==> config.mk <==
export PLATFORM = sky130hd
export DESIGN_NAME = lfd_cmd_top
export DESIGN_NICKNAME = d
export VERILOG_FILES = /design/src/verilog/lfd_pkg.sv /design/src/verilog/lfd_cmd_top.sv /design/src/verilog/lfd_spi_shift.sv
export SDC_FILE = /design/constraint.sdc
export NUM_CORES = 1
export LEC_CHECK = 0
export BUFFER_PORTS_ARGS = -buffer_cell sky130_fd_sc_hd__buf_2
export CAP_MARGIN = 10
export CELL_PAD_IN_SITES_DETAIL_PLACEMENT = 1
export CELL_PAD_IN_SITES_GLOBAL_PLACEMENT = 2
export CORE_MARGIN = 2
export CORE_UTILIZATION = 30
export DETAILED_ROUTE_END_ITERATION = 12
export PLACE_DENSITY_LB_ADDON = 0.25
export SYNTH_ARGS = -nofsm -noshare
export SYNTH_HDL_FRONTEND = slang
export SYNTH_SLANG_ARGS = --single-unit
export TNS_END_PERCENT = 1
==> constraint.sdc <==
create_clock -name MCLK -period 5.7 [get_ports MCLK]
set_clock_uncertainty 0.1 [all_clocks]
set_input_delay 1.14 -clock MCLK [delete_from_list [all_inputs] [get_ports MCLK]]
set_output_delay 1.14 -clock MCLK [all_outputs]
set_load 0.01 [all_outputs]
==> src/verilog/lfd_pkg.sv <==
// Shared constants and types of the antenna driver command interpreter.
package lfd_pkg;
  // Frame shape: one command byte followed by 56 data bits.
  localparam int unsigned FRAME_BITS = 64;
  localparam int unsigned DATA_BITS  = 56;
  localparam logic [6:0]  FRAME_LEN  = 7'h40;
  localparam logic [5:0]  DATA_LAST  = 6'h37;
  // Command codes in the low three bits of the command nibble.
  localparam logic [2:0]  CMD_NONE   = 3'h0;
  localparam logic [2:0]  CMD_CONFIG = 3'h1;
  localparam logic [2:0]  CMD_MEAS   = 3'h2;
  localparam logic [2:0]  CMD_DATA1  = 3'h3;
  localparam logic [2:0]  CMD_DATA2  = 3'h4;
  localparam logic [2:0]  CMD_START  = 3'h5;
  // Field positions in the received frame.
  localparam int unsigned CMD_MSB    = 63;
  localparam int unsigned CMD_LSB    = 56;
  localparam int unsigned NIB_MSB    = 63;
  localparam int unsigned NIB_LO_LSB = 60;
  // Configuration register bits and reset value.
  localparam int unsigned CFG_SLEEP_BIT = 0;
  localparam int unsigned CFG_SEND_BIT  = 1;
  localparam logic [55:0] CFG_RESET     = 56'h00_0000_0000_0003;
  // Writable measurement setup field, top 28 bits of the status word.
  localparam int unsigned MEAS_BITS     = 28;
  localparam logic [27:0] MEAS_RESET    = 28'h0080201;
  // Status field positions inside the 56-bit status word.
  localparam int unsigned ST_MODE_LSB   = 24;
  localparam int unsigned ST_SLEEP      = 23;
  localparam int unsigned ST_PREWARN    = 22;
  localparam int unsigned ST_OVERTEMP   = 21;
  localparam int unsigned ST_VD_LOW     = 20;
  localparam int unsigned ST_VS_LOW     = 19;
  localparam int unsigned ST_FAIL       = 18;
  localparam int unsigned ST_OC_LSB     = 10;
  localparam int unsigned ST_CURA_LSB   = 5;
  localparam int unsigned ST_CURB_LSB   = 0;
  localparam logic [1:0]  ST_UNUSED     = 2'h0;
  // Transmit mode codes.
  localparam logic [1:0]  MODE_READY    = 2'h0;
  localparam logic [1:0]  MODE_DATA1    = 2'h2;
  localparam logic [1:0]  MODE_DATA2    = 2'h3;
  // Transmit bit time and clock period.
  localparam int unsigned CLK_NS        = 8;
  localparam int unsigned TX_BIT_NS     = 256000;
  // Register returned on the serial output in the next frame.
  typedef enum logic [1:0] {RESP_CONFIG, RESP_DATA1, RESP_DATA2, RESP_STATUS} lfd_resp_t;
  // Transmit engine states.
  typedef enum logic [1:0] {TX_IDLE, TX_SEND1, TX_SEND2} lfd_tx_state_t;
endpackage

==> src/verilog/lfd_cmd_top.sv <==
// Command interpreter and control/status logic of the antenna driver.
`timescale 1ns/10ps
`default_nettype none
module lfd_cmd_top
  import lfd_pkg::*;
#(
  parameter int unsigned TX_BIT_CYCLES = TX_BIT_NS / CLK_NS // Cycles per sent bit.
)
(
  input  wire logic        MCLK,           // System clock, 125 MHz.
  input  wire logic        RST_N,          // Synchronous reset, active low.
  input  wire logic        SCLK,           // Serial clock from the host.
  input  wire logic        SDI,            // Serial data from the host.
  input  wire logic        CHIP_SELECT_N,  // Frame select, active low.
  output logic             SDO,            // Serial data to the host.
  output logic             SDO_OE,         // High while SDO is driven.
  input  wire logic        PREWARN_IN,     // Temperature pre-warning event.
  input  wire logic        OVERTEMP_IN,    // Over-temperature event.
  input  wire logic        VD_LOW_IN,      // Logic supply undervoltage event.
  input  wire logic        VS_LOW_IN,      // Main supply undervoltage event.
  input  wire logic [7:0]  OVERCURRENT_IN, // Overcurrent event per output.
  input  wire logic        MEAS_A_VALID,   // New first current value.
  input  wire logic [4:0]  MEAS_A_VALUE,   // First measured current.
  input  wire logic        MEAS_B_VALID,   // New second current value.
  input  wire logic [4:0]  MEAS_B_VALUE,   // Second measured current.
  output logic             TX_BIT,         // Bit driven to the antenna stage.
  output logic             TX_ACTIVE,      // High while a buffer is sent.
  output logic             OUTPUTS_TRISTATE, // High while asleep.
  output logic [55:0]      CONFIG_WORD,    // Configuration register.
  output logic [27:0]      MEAS_SETUP,     // Measurement triggers and timers.
  output logic             MEAS_REARM      // Pulse after a setup write.
);
  logic        frame_start;    // Frame begins.
  logic        frame_done;     // Complete frame received.
  logic [63:0] rx_word;        // Received frame.
  logic [63:0] load_word;      // Frame to send next.
  logic [2:0]  cmd_code;       // Command code of the finished frame.
  logic        cmd_msb;        // Readback selector of the finished frame.
  logic [55:0] payload;        // Data part of the finished frame.
  logic [55:0] cfg;            // Configuration register.
  logic [55:0] data1;          // Transmit buffer 1.
  logic [55:0] data2;          // Transmit buffer 2.
  logic [27:0] meas;           // Measurement setup field.
  logic [4:0]  flags;          // Pre-warn, overtemp, VD low, VS low, failure.
  logic [4:0]  flag_event;     // Events that set the flags.
  logic [4:0]  flag_seen;      // Flags shown in the current readback.
  logic [7:0]  oc_flags;       // Overcurrent per output.
  logic [7:0]  oc_seen;        // Overcurrent bits shown in the readback.
  logic [4:0]  cur_a;          // First measured current.
  logic [4:0]  cur_b;          // Second measured current.
  logic [7:0]  prev_cmd;       // Command byte of the previous frame.
  logic [1:0]  mode;           // Transmit mode code.
  logic [55:0] stat_word;      // Assembled control/status word.
  logic        read_clear;     // Readback of status completed.
  logic        start_req;      // Request to begin sending.
  logic        tx_end_bit;     // Last bit of a buffer is done.
  logic [15:0] div_cnt;        // Bit time divider.
  logic        bit_en;         // One-cycle pulse per sent bit.
  logic [5:0]  bit_idx;        // Bit index inside a buffer.
  logic [55:0] tx_sh;          // Outgoing antenna data.
  lfd_resp_t     resp_sel;     // Register for the next readback.
  lfd_resp_t     resp_now;     // Register being returned now.
  lfd_tx_state_t tx_state;     // Transmit engine state.

  // Serial shifter; its select framing discards incomplete frames.
  lfd_spi_shift u_shift (
    .mclk          (MCLK),
    .rst_n         (RST_N),
    .sclk          (SCLK),
    .sdi           (SDI),
    .chip_select_n (CHIP_SELECT_N),
    .sdo           (SDO),
    .sdo_oe        (SDO_OE),
    .load_word     (load_word),
    .frame_start   (frame_start),
    .frame_done    (frame_done),
    .rx_word       (rx_word)
  );

  // The low three bits pick the command, the MSB picks the readback after a no-command frame.
  assign cmd_code = rx_word[NIB_LO_LSB+2:NIB_LO_LSB];
  assign cmd_msb  = rx_word[NIB_MSB];
  assign payload  = rx_word[DATA_BITS-1:0];

  // Transmit mode: sleep or idle both report ready.
  always_comb
  begin
    case (tx_state)
      TX_SEND1: mode = MODE_DATA1;
      TX_SEND2: mode = MODE_DATA2;
      default:  mode = MODE_READY;
    endcase
  end

  // Status word; the two unused bits are constant zero.
  assign stat_word = {meas, ST_UNUSED, mode, cfg[CFG_SLEEP_BIT], flags[4:1],
                      flags[0], oc_flags, cur_a, cur_b};

  // Response for the frame about to start: echoed command and a register.
  always_comb
  begin
    case (resp_sel)
      RESP_CONFIG: load_word = {prev_cmd, cfg};
      RESP_DATA1:  load_word = {prev_cmd, data1};
      RESP_DATA2:  load_word = {prev_cmd, data2};
      RESP_STATUS: load_word = {prev_cmd, stat_word};
      default:     load_word = {prev_cmd, cfg};
    endcase
  end

  // Readback choice for the next frame, decided as each frame ends.
  always_ff @(posedge MCLK)
  begin
    if (!RST_N)
    begin
      resp_sel <= RESP_CONFIG;
      prev_cmd <= '0;
    end
    else if (frame_done)
    begin
      prev_cmd <= rx_word[CMD_MSB:CMD_LSB];
      case (cmd_code)
        CMD_CONFIG: resp_sel <= RESP_CONFIG;
        CMD_DATA1:  resp_sel <= RESP_DATA1;
        CMD_DATA2:  resp_sel <= RESP_DATA2;
        CMD_MEAS:   resp_sel <= RESP_STATUS;
        CMD_START:  resp_sel <= RESP_STATUS;
        // No command: the MSB chooses status or configuration.
        default:    resp_sel <= cmd_msb ? RESP_STATUS : RESP_CONFIG;
      endcase
    end
  end

  // Remember which register the running frame returns and which flags it
  // showed, so only those flags are cleared when the read completes.
  always_ff @(posedge MCLK)
  begin
    if (!RST_N)
    begin
      resp_now  <= RESP_CONFIG;
      flag_seen <= '0;
      oc_seen   <= '0;
    end
    else if (frame_start)
    begin
      resp_now  <= resp_sel;
      flag_seen <= (resp_sel == RESP_STATUS) ? flags : 5'h00;
      oc_seen   <= (resp_sel == RESP_STATUS) ? oc_flags : 8'h00;
    end
  end

  assign read_clear = frame_done && (resp_now == RESP_STATUS);

  // Configuration register, holding sleep and send mode.
  // Power-on leaves the device asleep; waking keeps every register.
  always_ff @(posedge MCLK)
  begin
    if (!RST_N)
    begin
      cfg <= CFG_RESET;
    end
    else if (frame_done && cmd_code == CMD_CONFIG)
    begin
      cfg <= payload;
    end
  end

  // Transmit buffers; a no-command frame touches neither.
  always_ff @(posedge MCLK)
  begin
    if (!RST_N)
    begin
      data1 <= '0;
      data2 <= '0;
    end
    else if (frame_done)
    begin
      if (cmd_code == CMD_DATA1)
      begin
        data1 <= payload;
      end
      if (cmd_code == CMD_DATA2)
      begin
        data2 <= payload;
      end
    end
  end

  // Measurement setup; may be rewritten for each new measurement.
  // Reset gives meas2 output select = 1 and both timers = 1.
  // Only the top 28 bits of the payload are kept; status bits are read-only.
  always_ff @(posedge MCLK)
  begin
    if (!RST_N)
    begin
      meas       <= MEAS_RESET;
      MEAS_REARM <= 1'b0;
    end
    else
    begin
      MEAS_REARM <= frame_done && (cmd_code == CMD_MEAS);
      if (frame_done && cmd_code == CMD_MEAS)
      begin
        meas <= payload[DATA_BITS-1:DATA_BITS-MEAS_BITS];
      end
    end
  end

  // Failure summary follows overtemp, main undervoltage and any overcurrent.
  assign flag_event = {PREWARN_IN, OVERTEMP_IN, VD_LOW_IN, VS_LOW_IN,
                       OVERTEMP_IN | VS_LOW_IN | (|OVERCURRENT_IN)};

  // Sticky fault flags cleared by a completed status read. A new event in
  // the clearing cycle wins, so no fault is lost.
  always_ff @(posedge MCLK)
  begin
    if (!RST_N)
    begin
      flags    <= '0;
      oc_flags <= '0;
    end
    else
    begin
      flags    <= (flags & ~(read_clear ? flag_seen : 5'h00)) | flag_event;
      oc_flags <= (oc_flags & ~(read_clear ? oc_seen : 8'h00)) | OVERCURRENT_IN;
    end
  end

  // Measured currents hold until a fresh measurement arrives.
  always_ff @(posedge MCLK)
  begin
    if (!RST_N)
    begin
      cur_a <= '0;
      cur_b <= '0;
    end
    else
    begin
      if (MEAS_A_VALID)
      begin
        cur_a <= MEAS_A_VALUE;
      end
      if (MEAS_B_VALID)
      begin
        cur_b <= MEAS_B_VALUE;
      end
    end
  end

  // Start on command, or at once when send mode is set and buffer1 has
  // just been filled. The host keeps the wake-to-start spacing.
  always_comb
  begin
    start_req = 1'b0;
    if (frame_done && !cfg[CFG_SLEEP_BIT] && tx_state == TX_IDLE)
    begin
      if (cmd_code == CMD_START)
      begin
        start_req = 1'b1;
      end
      else if (cmd_code == CMD_DATA1 && cfg[CFG_SEND_BIT])
      begin
        start_req = 1'b1;
      end
    end
  end

  // Bit time divider; runs only while sending so the first bit is full.
  always_ff @(posedge MCLK)
  begin
    if (!RST_N || tx_state == TX_IDLE)
    begin
      div_cnt <= '0;
      bit_en  <= 1'b0;
    end
    else if (div_cnt == 16'(TX_BIT_CYCLES - 1))
    begin
      div_cnt <= '0;
      bit_en  <= 1'b1;
    end
    else
    begin
      div_cnt <= div_cnt + 16'h0001;
      bit_en  <= 1'b0;
    end
  end

  assign tx_end_bit = bit_en && (bit_idx == DATA_LAST);

  // Transmit engine: buffer1 then buffer2, each MSB first. Sleep aborts
  // a transfer since the outputs go high impedance anyway.
  always_ff @(posedge MCLK)
  begin
    if (!RST_N)
    begin
      tx_state <= TX_IDLE;
      tx_sh    <= '0;
      bit_idx  <= '0;
    end
    else if (cfg[CFG_SLEEP_BIT])
    begin
      tx_state <= TX_IDLE;
      bit_idx  <= '0;
    end
    else
    begin
      case (tx_state)
        TX_IDLE:
        begin
          if (start_req)
          begin
            // With auto-send the just-received word goes out directly.
            tx_sh    <= (cmd_code == CMD_DATA1) ? payload : data1;
            bit_idx  <= '0;
            tx_state <= TX_SEND1;
          end
        end
        TX_SEND1, TX_SEND2:
        begin
          if (tx_end_bit)
          begin
            bit_idx  <= '0;
            tx_sh    <= data2;
            tx_state <= (tx_state == TX_SEND1) ? TX_SEND2 : TX_IDLE;
          end
          else if (bit_en)
          begin
            tx_sh   <= {tx_sh[54:0], 1'b0};
            bit_idx <= bit_idx + 6'h01;
          end
        end
        default:
        begin
          tx_state <= TX_IDLE;
        end
      endcase
    end
  end

  // Output drive: most significant bit first, nothing while idle.
  assign TX_BIT           = tx_sh[DATA_BITS-1] & TX_ACTIVE;
  assign TX_ACTIVE        = (tx_state != TX_IDLE);
  assign OUTPUTS_TRISTATE = cfg[CFG_SLEEP_BIT];
  assign CONFIG_WORD      = cfg;
  assign MEAS_SETUP       = meas;
endmodule
`default_nettype wire

==> src/verilog/lfd_spi_shift.sv <==
// Serial frame shifter: samples the serial pins and moves 64-bit frames.
`timescale 1ns/10ps
`default_nettype none
module lfd_spi_shift
  import lfd_pkg::*;
(
  input  wire logic        mclk,          // System clock.
  input  wire logic        rst_n,         // Synchronous reset, active low.
  input  wire logic        sclk,          // Serial clock, sampled.
  input  wire logic        sdi,           // Serial data in.
  input  wire logic        chip_select_n, // Frame select, active low.
  output logic             sdo,           // Serial data out.
  output logic             sdo_oe,        // Serial output enable.
  input  wire logic [63:0] load_word,     // Word to send, taken at frame start.
  output logic             frame_start,   // Pulse at select falling edge.
  output logic             frame_done,    // Pulse when a full frame ends.
  output logic [63:0]      rx_word        // Received frame.
);
  logic       sclk_d;   // Previous serial clock sample.
  logic       cs_d;     // Previous select sample.
  logic [6:0] bit_cnt;  // Bits received, saturating.
  logic [63:0] tx_sh;   // Outgoing shift register.
  logic       sclk_rise;
  logic       sclk_fall;
  logic       cs_rise;

  assign frame_start = cs_d & ~chip_select_n;
  assign cs_rise     = ~cs_d & chip_select_n;
  assign sclk_rise   = ~sclk_d & sclk & ~chip_select_n;
  assign sclk_fall   = sclk_d & ~sclk & ~chip_select_n;
  // A frame counts only with exactly 64 clocks; anything else is dropped.
  assign frame_done  = cs_rise && (bit_cnt == FRAME_LEN);
  assign sdo         = tx_sh[FRAME_BITS-1];
  assign sdo_oe      = ~chip_select_n;

  // Edge history of the pins.
  always_ff @(posedge mclk)
  begin
    if (!rst_n)
    begin
      sclk_d <= 1'b0;
      cs_d   <= 1'b1;
    end
    else
    begin
      sclk_d <= sclk;
      cs_d   <= chip_select_n;
    end
  end

  // Receive path: command bits arrive first, MSB first.
  always_ff @(posedge mclk)
  begin
    if (!rst_n)
    begin
      rx_word <= '0; // Shift register cleared at power-on.
      bit_cnt <= '0;
    end
    else if (frame_start)
    begin
      bit_cnt <= '0;
    end
    else if (sclk_rise)
    begin
      rx_word <= {rx_word[62:0], sdi};
      // Saturate one past a full frame so long frames are rejected too.
      if (bit_cnt != FRAME_LEN + 7'h01)
      begin
        bit_cnt <= bit_cnt + 7'h01;
      end
    end
  end

  // Transmit path: new bit after each falling clock edge.
  always_ff @(posedge mclk)
  begin
    if (!rst_n)
    begin
      tx_sh <= '0;
    end
    else if (frame_start)
    begin
      tx_sh <= load_word;
    end
    else if (sclk_fall)
    begin
      tx_sh <= {tx_sh[62:0], 1'b0};
    end
  end
endmodule
`default_nettype wire

After elaboration in Yosys (flattened, before gate mapping)
Index checks and enable logic that the tools add are counted.
{"block": "op_classes", "mux": 27, "bitwise": 22, "add_sub_neg": 3, "reduce_logical": 28, "n_eq_ne": 18}
{"cell": "$pmux 64 s4", "n": 1}
{"cell": "$mux 56", "n": 4}
{"cell": "$mux 64", "n": 2}
{"cell": "$pmux 56 s2", "n": 1}
{"cell": "$mux 6", "n": 3}
{"cell": "$add 16x1->16 const B", "n": 1}
{"cell": "$eq 16x15->1 const B", "n": 1}
{"cell": "$mux 8", "n": 2}
{"cell": "$pmux 6 s2", "n": 1}
{"cell": "$mux 5", "n": 2}
{"cell": "$reduce_or 2->1", "n": 5}
{"cell": "$and 8x8->8", "n": 1}
{"cell": "$eq 2x2->1 const B", "n": 4}
{"cell": "$logic_and 1x1->1", "n": 8}
{"cell": "$mux 2", "n": 4}
{"cell": "$not 8->8", "n": 1}
{"cell": "$or 8x8->8", "n": 1}
{"cell": "$pmux 2 s2", "n": 2}
{"cell": "$pmux 2 s4", "n": 1}
{"cell": "$reduce_and 2->1", "n": 4}
{"cell": "$reduce_or 8->1", "n": 1}
{"cell": "$add 7x1->7 const B", "n": 1}
{"cell": "$and 1x1->1", "n": 7}
{"cell": "$eq 7x7->1 const B", "n": 1}
{"cell": "other kinds (21)", "n": 39}
{"block": "totals", "output_inout_bits": 90, "in_bits": 29, "reg_bits": 463, "elab_cells": 122}

Logic depth before layout (Yosys ltp)
{"block": "logic_depth", "ltp_word": 8, "depth_mapped": 10, "depth_no_buf": 7}

Modules after synthesis
From an unflattened synthesis, not the netlist that was laid out.
{"block": "hier_totals", "hier_cells": 2365, "area_unflattened_um2": 20943.8}
{"mod": "lfd_cmd_top", "area_each_um2": 15074.5, "n_inst": 1, "seq_area_each_um2": 6526.3, "cells_each": 1751}
{"mod": "lfd_spi_shift", "area_each_um2": 5869.4, "n_inst": 1, "seq_area_each_um2": 2742.6, "cells_each": 614}

Least setup slack after synthesis
No wires, ideal clock.
{"block": "synth_path", "path_kind": "input -> register", "start": "input port CHIP_SELECT_N", "end": "register data2[15]", "setup_ns": 0.132, "n_path_buf": 2, "arrival_time_ns": 2.397, "slack_ns": 3.070, "stages": 7, "required_time_ns": 5.468, "path_cell_list": "nor4b_2 > nand2_1 > or4b_4 > buf_6 > buf_6 > nand2_1 > a21oi_1"}
{"block": "synth_via", "elab_chain_cells": 3}
{"element": "start, declared", "line_no": "lfd_cmd_top.sv:14", "text": "input wire logic CHIP_SELECT_N,"}
{"element": "$and 1x1->1", "line_no": "lfd_spi_shift.sv:28", "text": "assign cs_rise = ~cs_d & chip_select_n;"}
{"element": "$logic_and 1x1->1", "line_no": "lfd_spi_shift.sv:32", "text": "assign frame_done = cs_rise && (bit_cnt == FRAME_LEN);"}
{"element": "$reduce_and 2->1 (no source line)"}
{"element": "end signal, assigned", "line_no": "lfd_cmd_top.sv:184", "text": "data2 <= payload;"}
{"element": "end, declared", "line_no": "lfd_cmd_top.sv:42", "text": "logic [55:0] data2;"}
Every way passes these cells.
A chain may end at the register's enable or synchronous reset.

Worst setup path in the final report
{"block": "layout_path", "start": "input port CHIP_SELECT_N", "end": "register cfg[15] (netlist: CONFIG_WORD[15])"}
{"block": "layout_via", "elab_chain_cells": 3}
{"element": "$and 1x1->1", "line_no": "lfd_spi_shift.sv:28"}
{"element": "$logic_and 1x1->1", "line_no": "lfd_spi_shift.sv:32"}
{"element": "$logic_and 1x1->1", "line_no": "lfd_cmd_top.sv:162", "text": "else if (frame_done && cmd_code == CMD_CONFIG)"}
{"element": "end signal, assigned", "line_no": "lfd_cmd_top.sv:164", "text": "cfg <= payload;"}
{"element": "end, declared", "line_no": "lfd_cmd_top.sv:40", "text": "logic [55:0] cfg;"}
Every way passes these cells.

==> results.yml <==
outcome:
  status: "finished clean"
clock_tree:
  clock_sinks: 463
  clock_latency_ns: 0.61
  cts.path.max_buffers: 3
  cts_resized: 0
  cts-root-buf: "clkbuf_16"
  post_cts.repair.setup_buffers: 0
  htree_levels: 2
  holdBufCountCts: 0
  numCtsBuffers: 55
  clk_pin_slew_worst_paths_ns: 0.06
  cts_tree: "yes"
die:
  die_w_um: 263
  ioPinCount: 119
  dieArea_mm2: 0.0693
  die_h_um: 263
  row_count: 95
  core_mm2: 0.0669
  start_util_pct: 30.1
global_route:
  use_met1_pct: 25.5
  use_met3_pct: 2.65
  grt_pass1_wl_mm: 105
  grt_pass1_vias: 17358
  grt_max_degree: 122
  grt-ovfl-total: 0
  gr-max-usage-layer: "met2"
  grtUsageMet2_pct: 32.5
  antenna_found_initial: 2
  grt_use_total_pct: 19.0
setup_path:
  rrSetupSlack_ns: 2.58
  path_class: "in2reg"
  worst_setup_path_endpoint: "CONFIG_WORD[15]"
  r2r_end: "CONFIG_WORD[15]"
  reg2reg_from: "u_shift.bit_cnt[1]"
  worstSetupEndpointType: "flop"
  startpoint_type: "input pin"
  critPathRequiredTime_ns: 6.14
  r2r.worst_path.cells: 8
  arrival_ns: 3.69
  crit_start: "CHIP_SELECT_N"
  crit_path_max_fanout: 22
final_layout:
  syn_to_final_growth_pct: 14.1
  register_area_mm2: 0.00927
  drive_above_1_share_pct: 15.5
  antennaDiodeCount: 0
  n_fill_cell: 7713
  multiInputGateArea_mm2: 0.0101
  layout.nets: 2328
  final_design_area_no_fill_mm2: 0.0230
pwr:
  switchingPower_mw: 1.60
  p_total_mw: 6.86
  clkPwrFrac_pct: 48.8
  p_comb_share_pct: 3.1
  share_seq_of_total_power_pct: 48.2
  netSwitchingFraction_pct: 23.4
  internal_power_mw: 5.26
  powerDensity_mw_per_mm2: 298
  leakagePower_nw: 8.27
  vdd_drop_max_uv: 159
synth:
  ys_types: 60
  synthFlopType: "dfxtp_1"
  synth_edf_count: 0
  ys_ff_latch: 463
  syn_nets: 2313
  syn_area_per_cell_um2: 8.87
  yosys.area.top_type: "dfxtp_1"
  yosys-top-cells-count: "nand2_1, dfxtp_1, a21oi_1"
  synth_top_cell_area_share_pct: 45.9
  yosys_warnings: 0
  synth.most_common_cell: "nand2_1"
  async_reset_ff_share_pct: 0
  synth_top_cells_by_area: "dfxtp_1, nand2_1, mux2i_1"
  syn-instance-count: 2275
  seq_area_frac_synth_pct: 45.9
  syn_area_mm2: 0.0202
drt:
  wirelength_mm: 66.2
  drt_iter0_markers: 826
  ant_nets: 0
  drc: 0
  first_pass_iters: 5
  post_drt_wl_per_cell_um: 20.7
  viasPerCell: 5.15
  vias: 16489
place:
  io_buffer_count: 118
  place_area_mm2: 0.0213
  gp_congestion: 0.723
  hpwl_mm: 39.6
sta:
  layout_min_cycle_time_ns: 3.25
  finalHoldViolations: 0
  fmax_mhz: 307
  rsz0062_at_grt: "no"
  max-slew-margin-rel_pct: 17.8
  fin_crit_sh_pct: 57.1
  setup_tns_ns: 0
  worst_pin_slew_ns: 1.23
  finalMaxSlewViolations: 0
  final-setup-viol-count: 0
flow_run:
  maxCapViolCount: 0
min_path:
  hold_path_class: "reg2reg"
==> layout by cell type, fill, tap and decap left out, types with 11 or more instances in the layout <==
master	synthesis	final
clkbuf_16	0	55
dfxtp_1	463	461
o21ai_0	59	59
a21boi_0	12	12
nand3_1	13	12
o211ai_1	54	54
buf_4	2	28
o21a_1	12	12
mux2i_1	158	158
a211oi_1	61	61
a22o_1	13	13
buf_2	63	117
nor2_1	140	140
nand2_1	562	562
mux2_2	54	54
clkinv_2	0	14
clkbuf_1	105	16
a21oi_1	309	309
xor2_1	11	11
mux4_2	54	54
==> worst min-delay path by stage <==
stage	from	endpoint	slack [ns]	cells past startpoint
2_1_floorplan	div_cnt[0]	div_cnt[0]	0.31	1
3_3_place_gp	div_cnt[0]	div_cnt[0]	0.32	1
5_1_grt	resp_now[0]	resp_now[0]	0.37	2
3_5_place_dp	div_cnt[0]	div_cnt[0]	0.33	1
6_report	div_cnt[0]	div_cnt[0]	0.33	1
4_1_cts	div_cnt[0]	div_cnt[0]	0.34	1
==> power groups by stage <==
stage	sequential, mW	combinational [mW]	clock (mW)
after floorplan	3.36	0.144	0
after global placement	3.38	0.209	0
after detailed placement	3.38	0.213	0
after CTS	3.31	0.214	3.46
after global routing	3.31	0.233	3.59
final	3.31	0.210	3.35
==> per-stage QoR <==
step / hold WS, ns / utilization (%) / setup slack, ns / std cells
after global routing: 0.373 / 34.4 / 2.15 / 3203
final: 0.335 / 34.4 / 2.45 / 3203
after floorplan: 0.313 / - / 3.07 / 2275
after global placement: 0.322 / 31.9 / 1.89 / 3106
after CTS: 0.341 / 34.4 / 2.39 / 3203
after detailed placement: 0.330 / 31.9 / 1.74 / 3106
==> registers in the layout, summed over array words and instances (netlist names), 16 cells and up <==
name and flops:
CONFIG_WORD 56, div_cnt 16, data2 56, u_shift.tx_sh 64, data1 56, MEAS_SETUP 28, tx_sh 56, u_shift.rx_word 64
==> cell type report <==
class                           instances  share of cell area, %
Inverter                                9                  0.185
Tap cell                              873                   4.75
Clock buffer                           79                   6.72
Clock inverter                         18                  0.549
Sequential cell                       463                   40.3
Timing Repair Buffer                  148                   3.72
Multi-Input combinational cell       1613                   43.8
==> routing by layer <==
| metal | routed length [µm] | up-vias |
|---|---|---|
| li1 | - | 7939 |
| met1 | 31300 | 8270 |
| met2 | 31700 | 199 |
| met3 | 2040 | 81 |
| met4 | 1190 | 0 |
| met5 | 0 | - |
==> logic make-up (layout without fill, tap and decap cells) <==
kind of cell	Yosys count	count (layout)	synth area share (%)
compound gates	540	540	15.7
flops	463	463	45.9
buf+inv	199	254	4.39
simple gates	778	778	15.7
xor+xnor	20	20	0.868
mux	266	266	16.9
fa+ha+maj	9	9	0.558
==> critical path, stage by stage <==
cell and delay (ns):
buf_2 0.14, nor4b_2 0.25, nand2_1 0.44, nor3_2 0.95, buf_4 0.49, nand2_1 0.12
a21oi_1 0.13
Power figures use the tool's default switching activity.
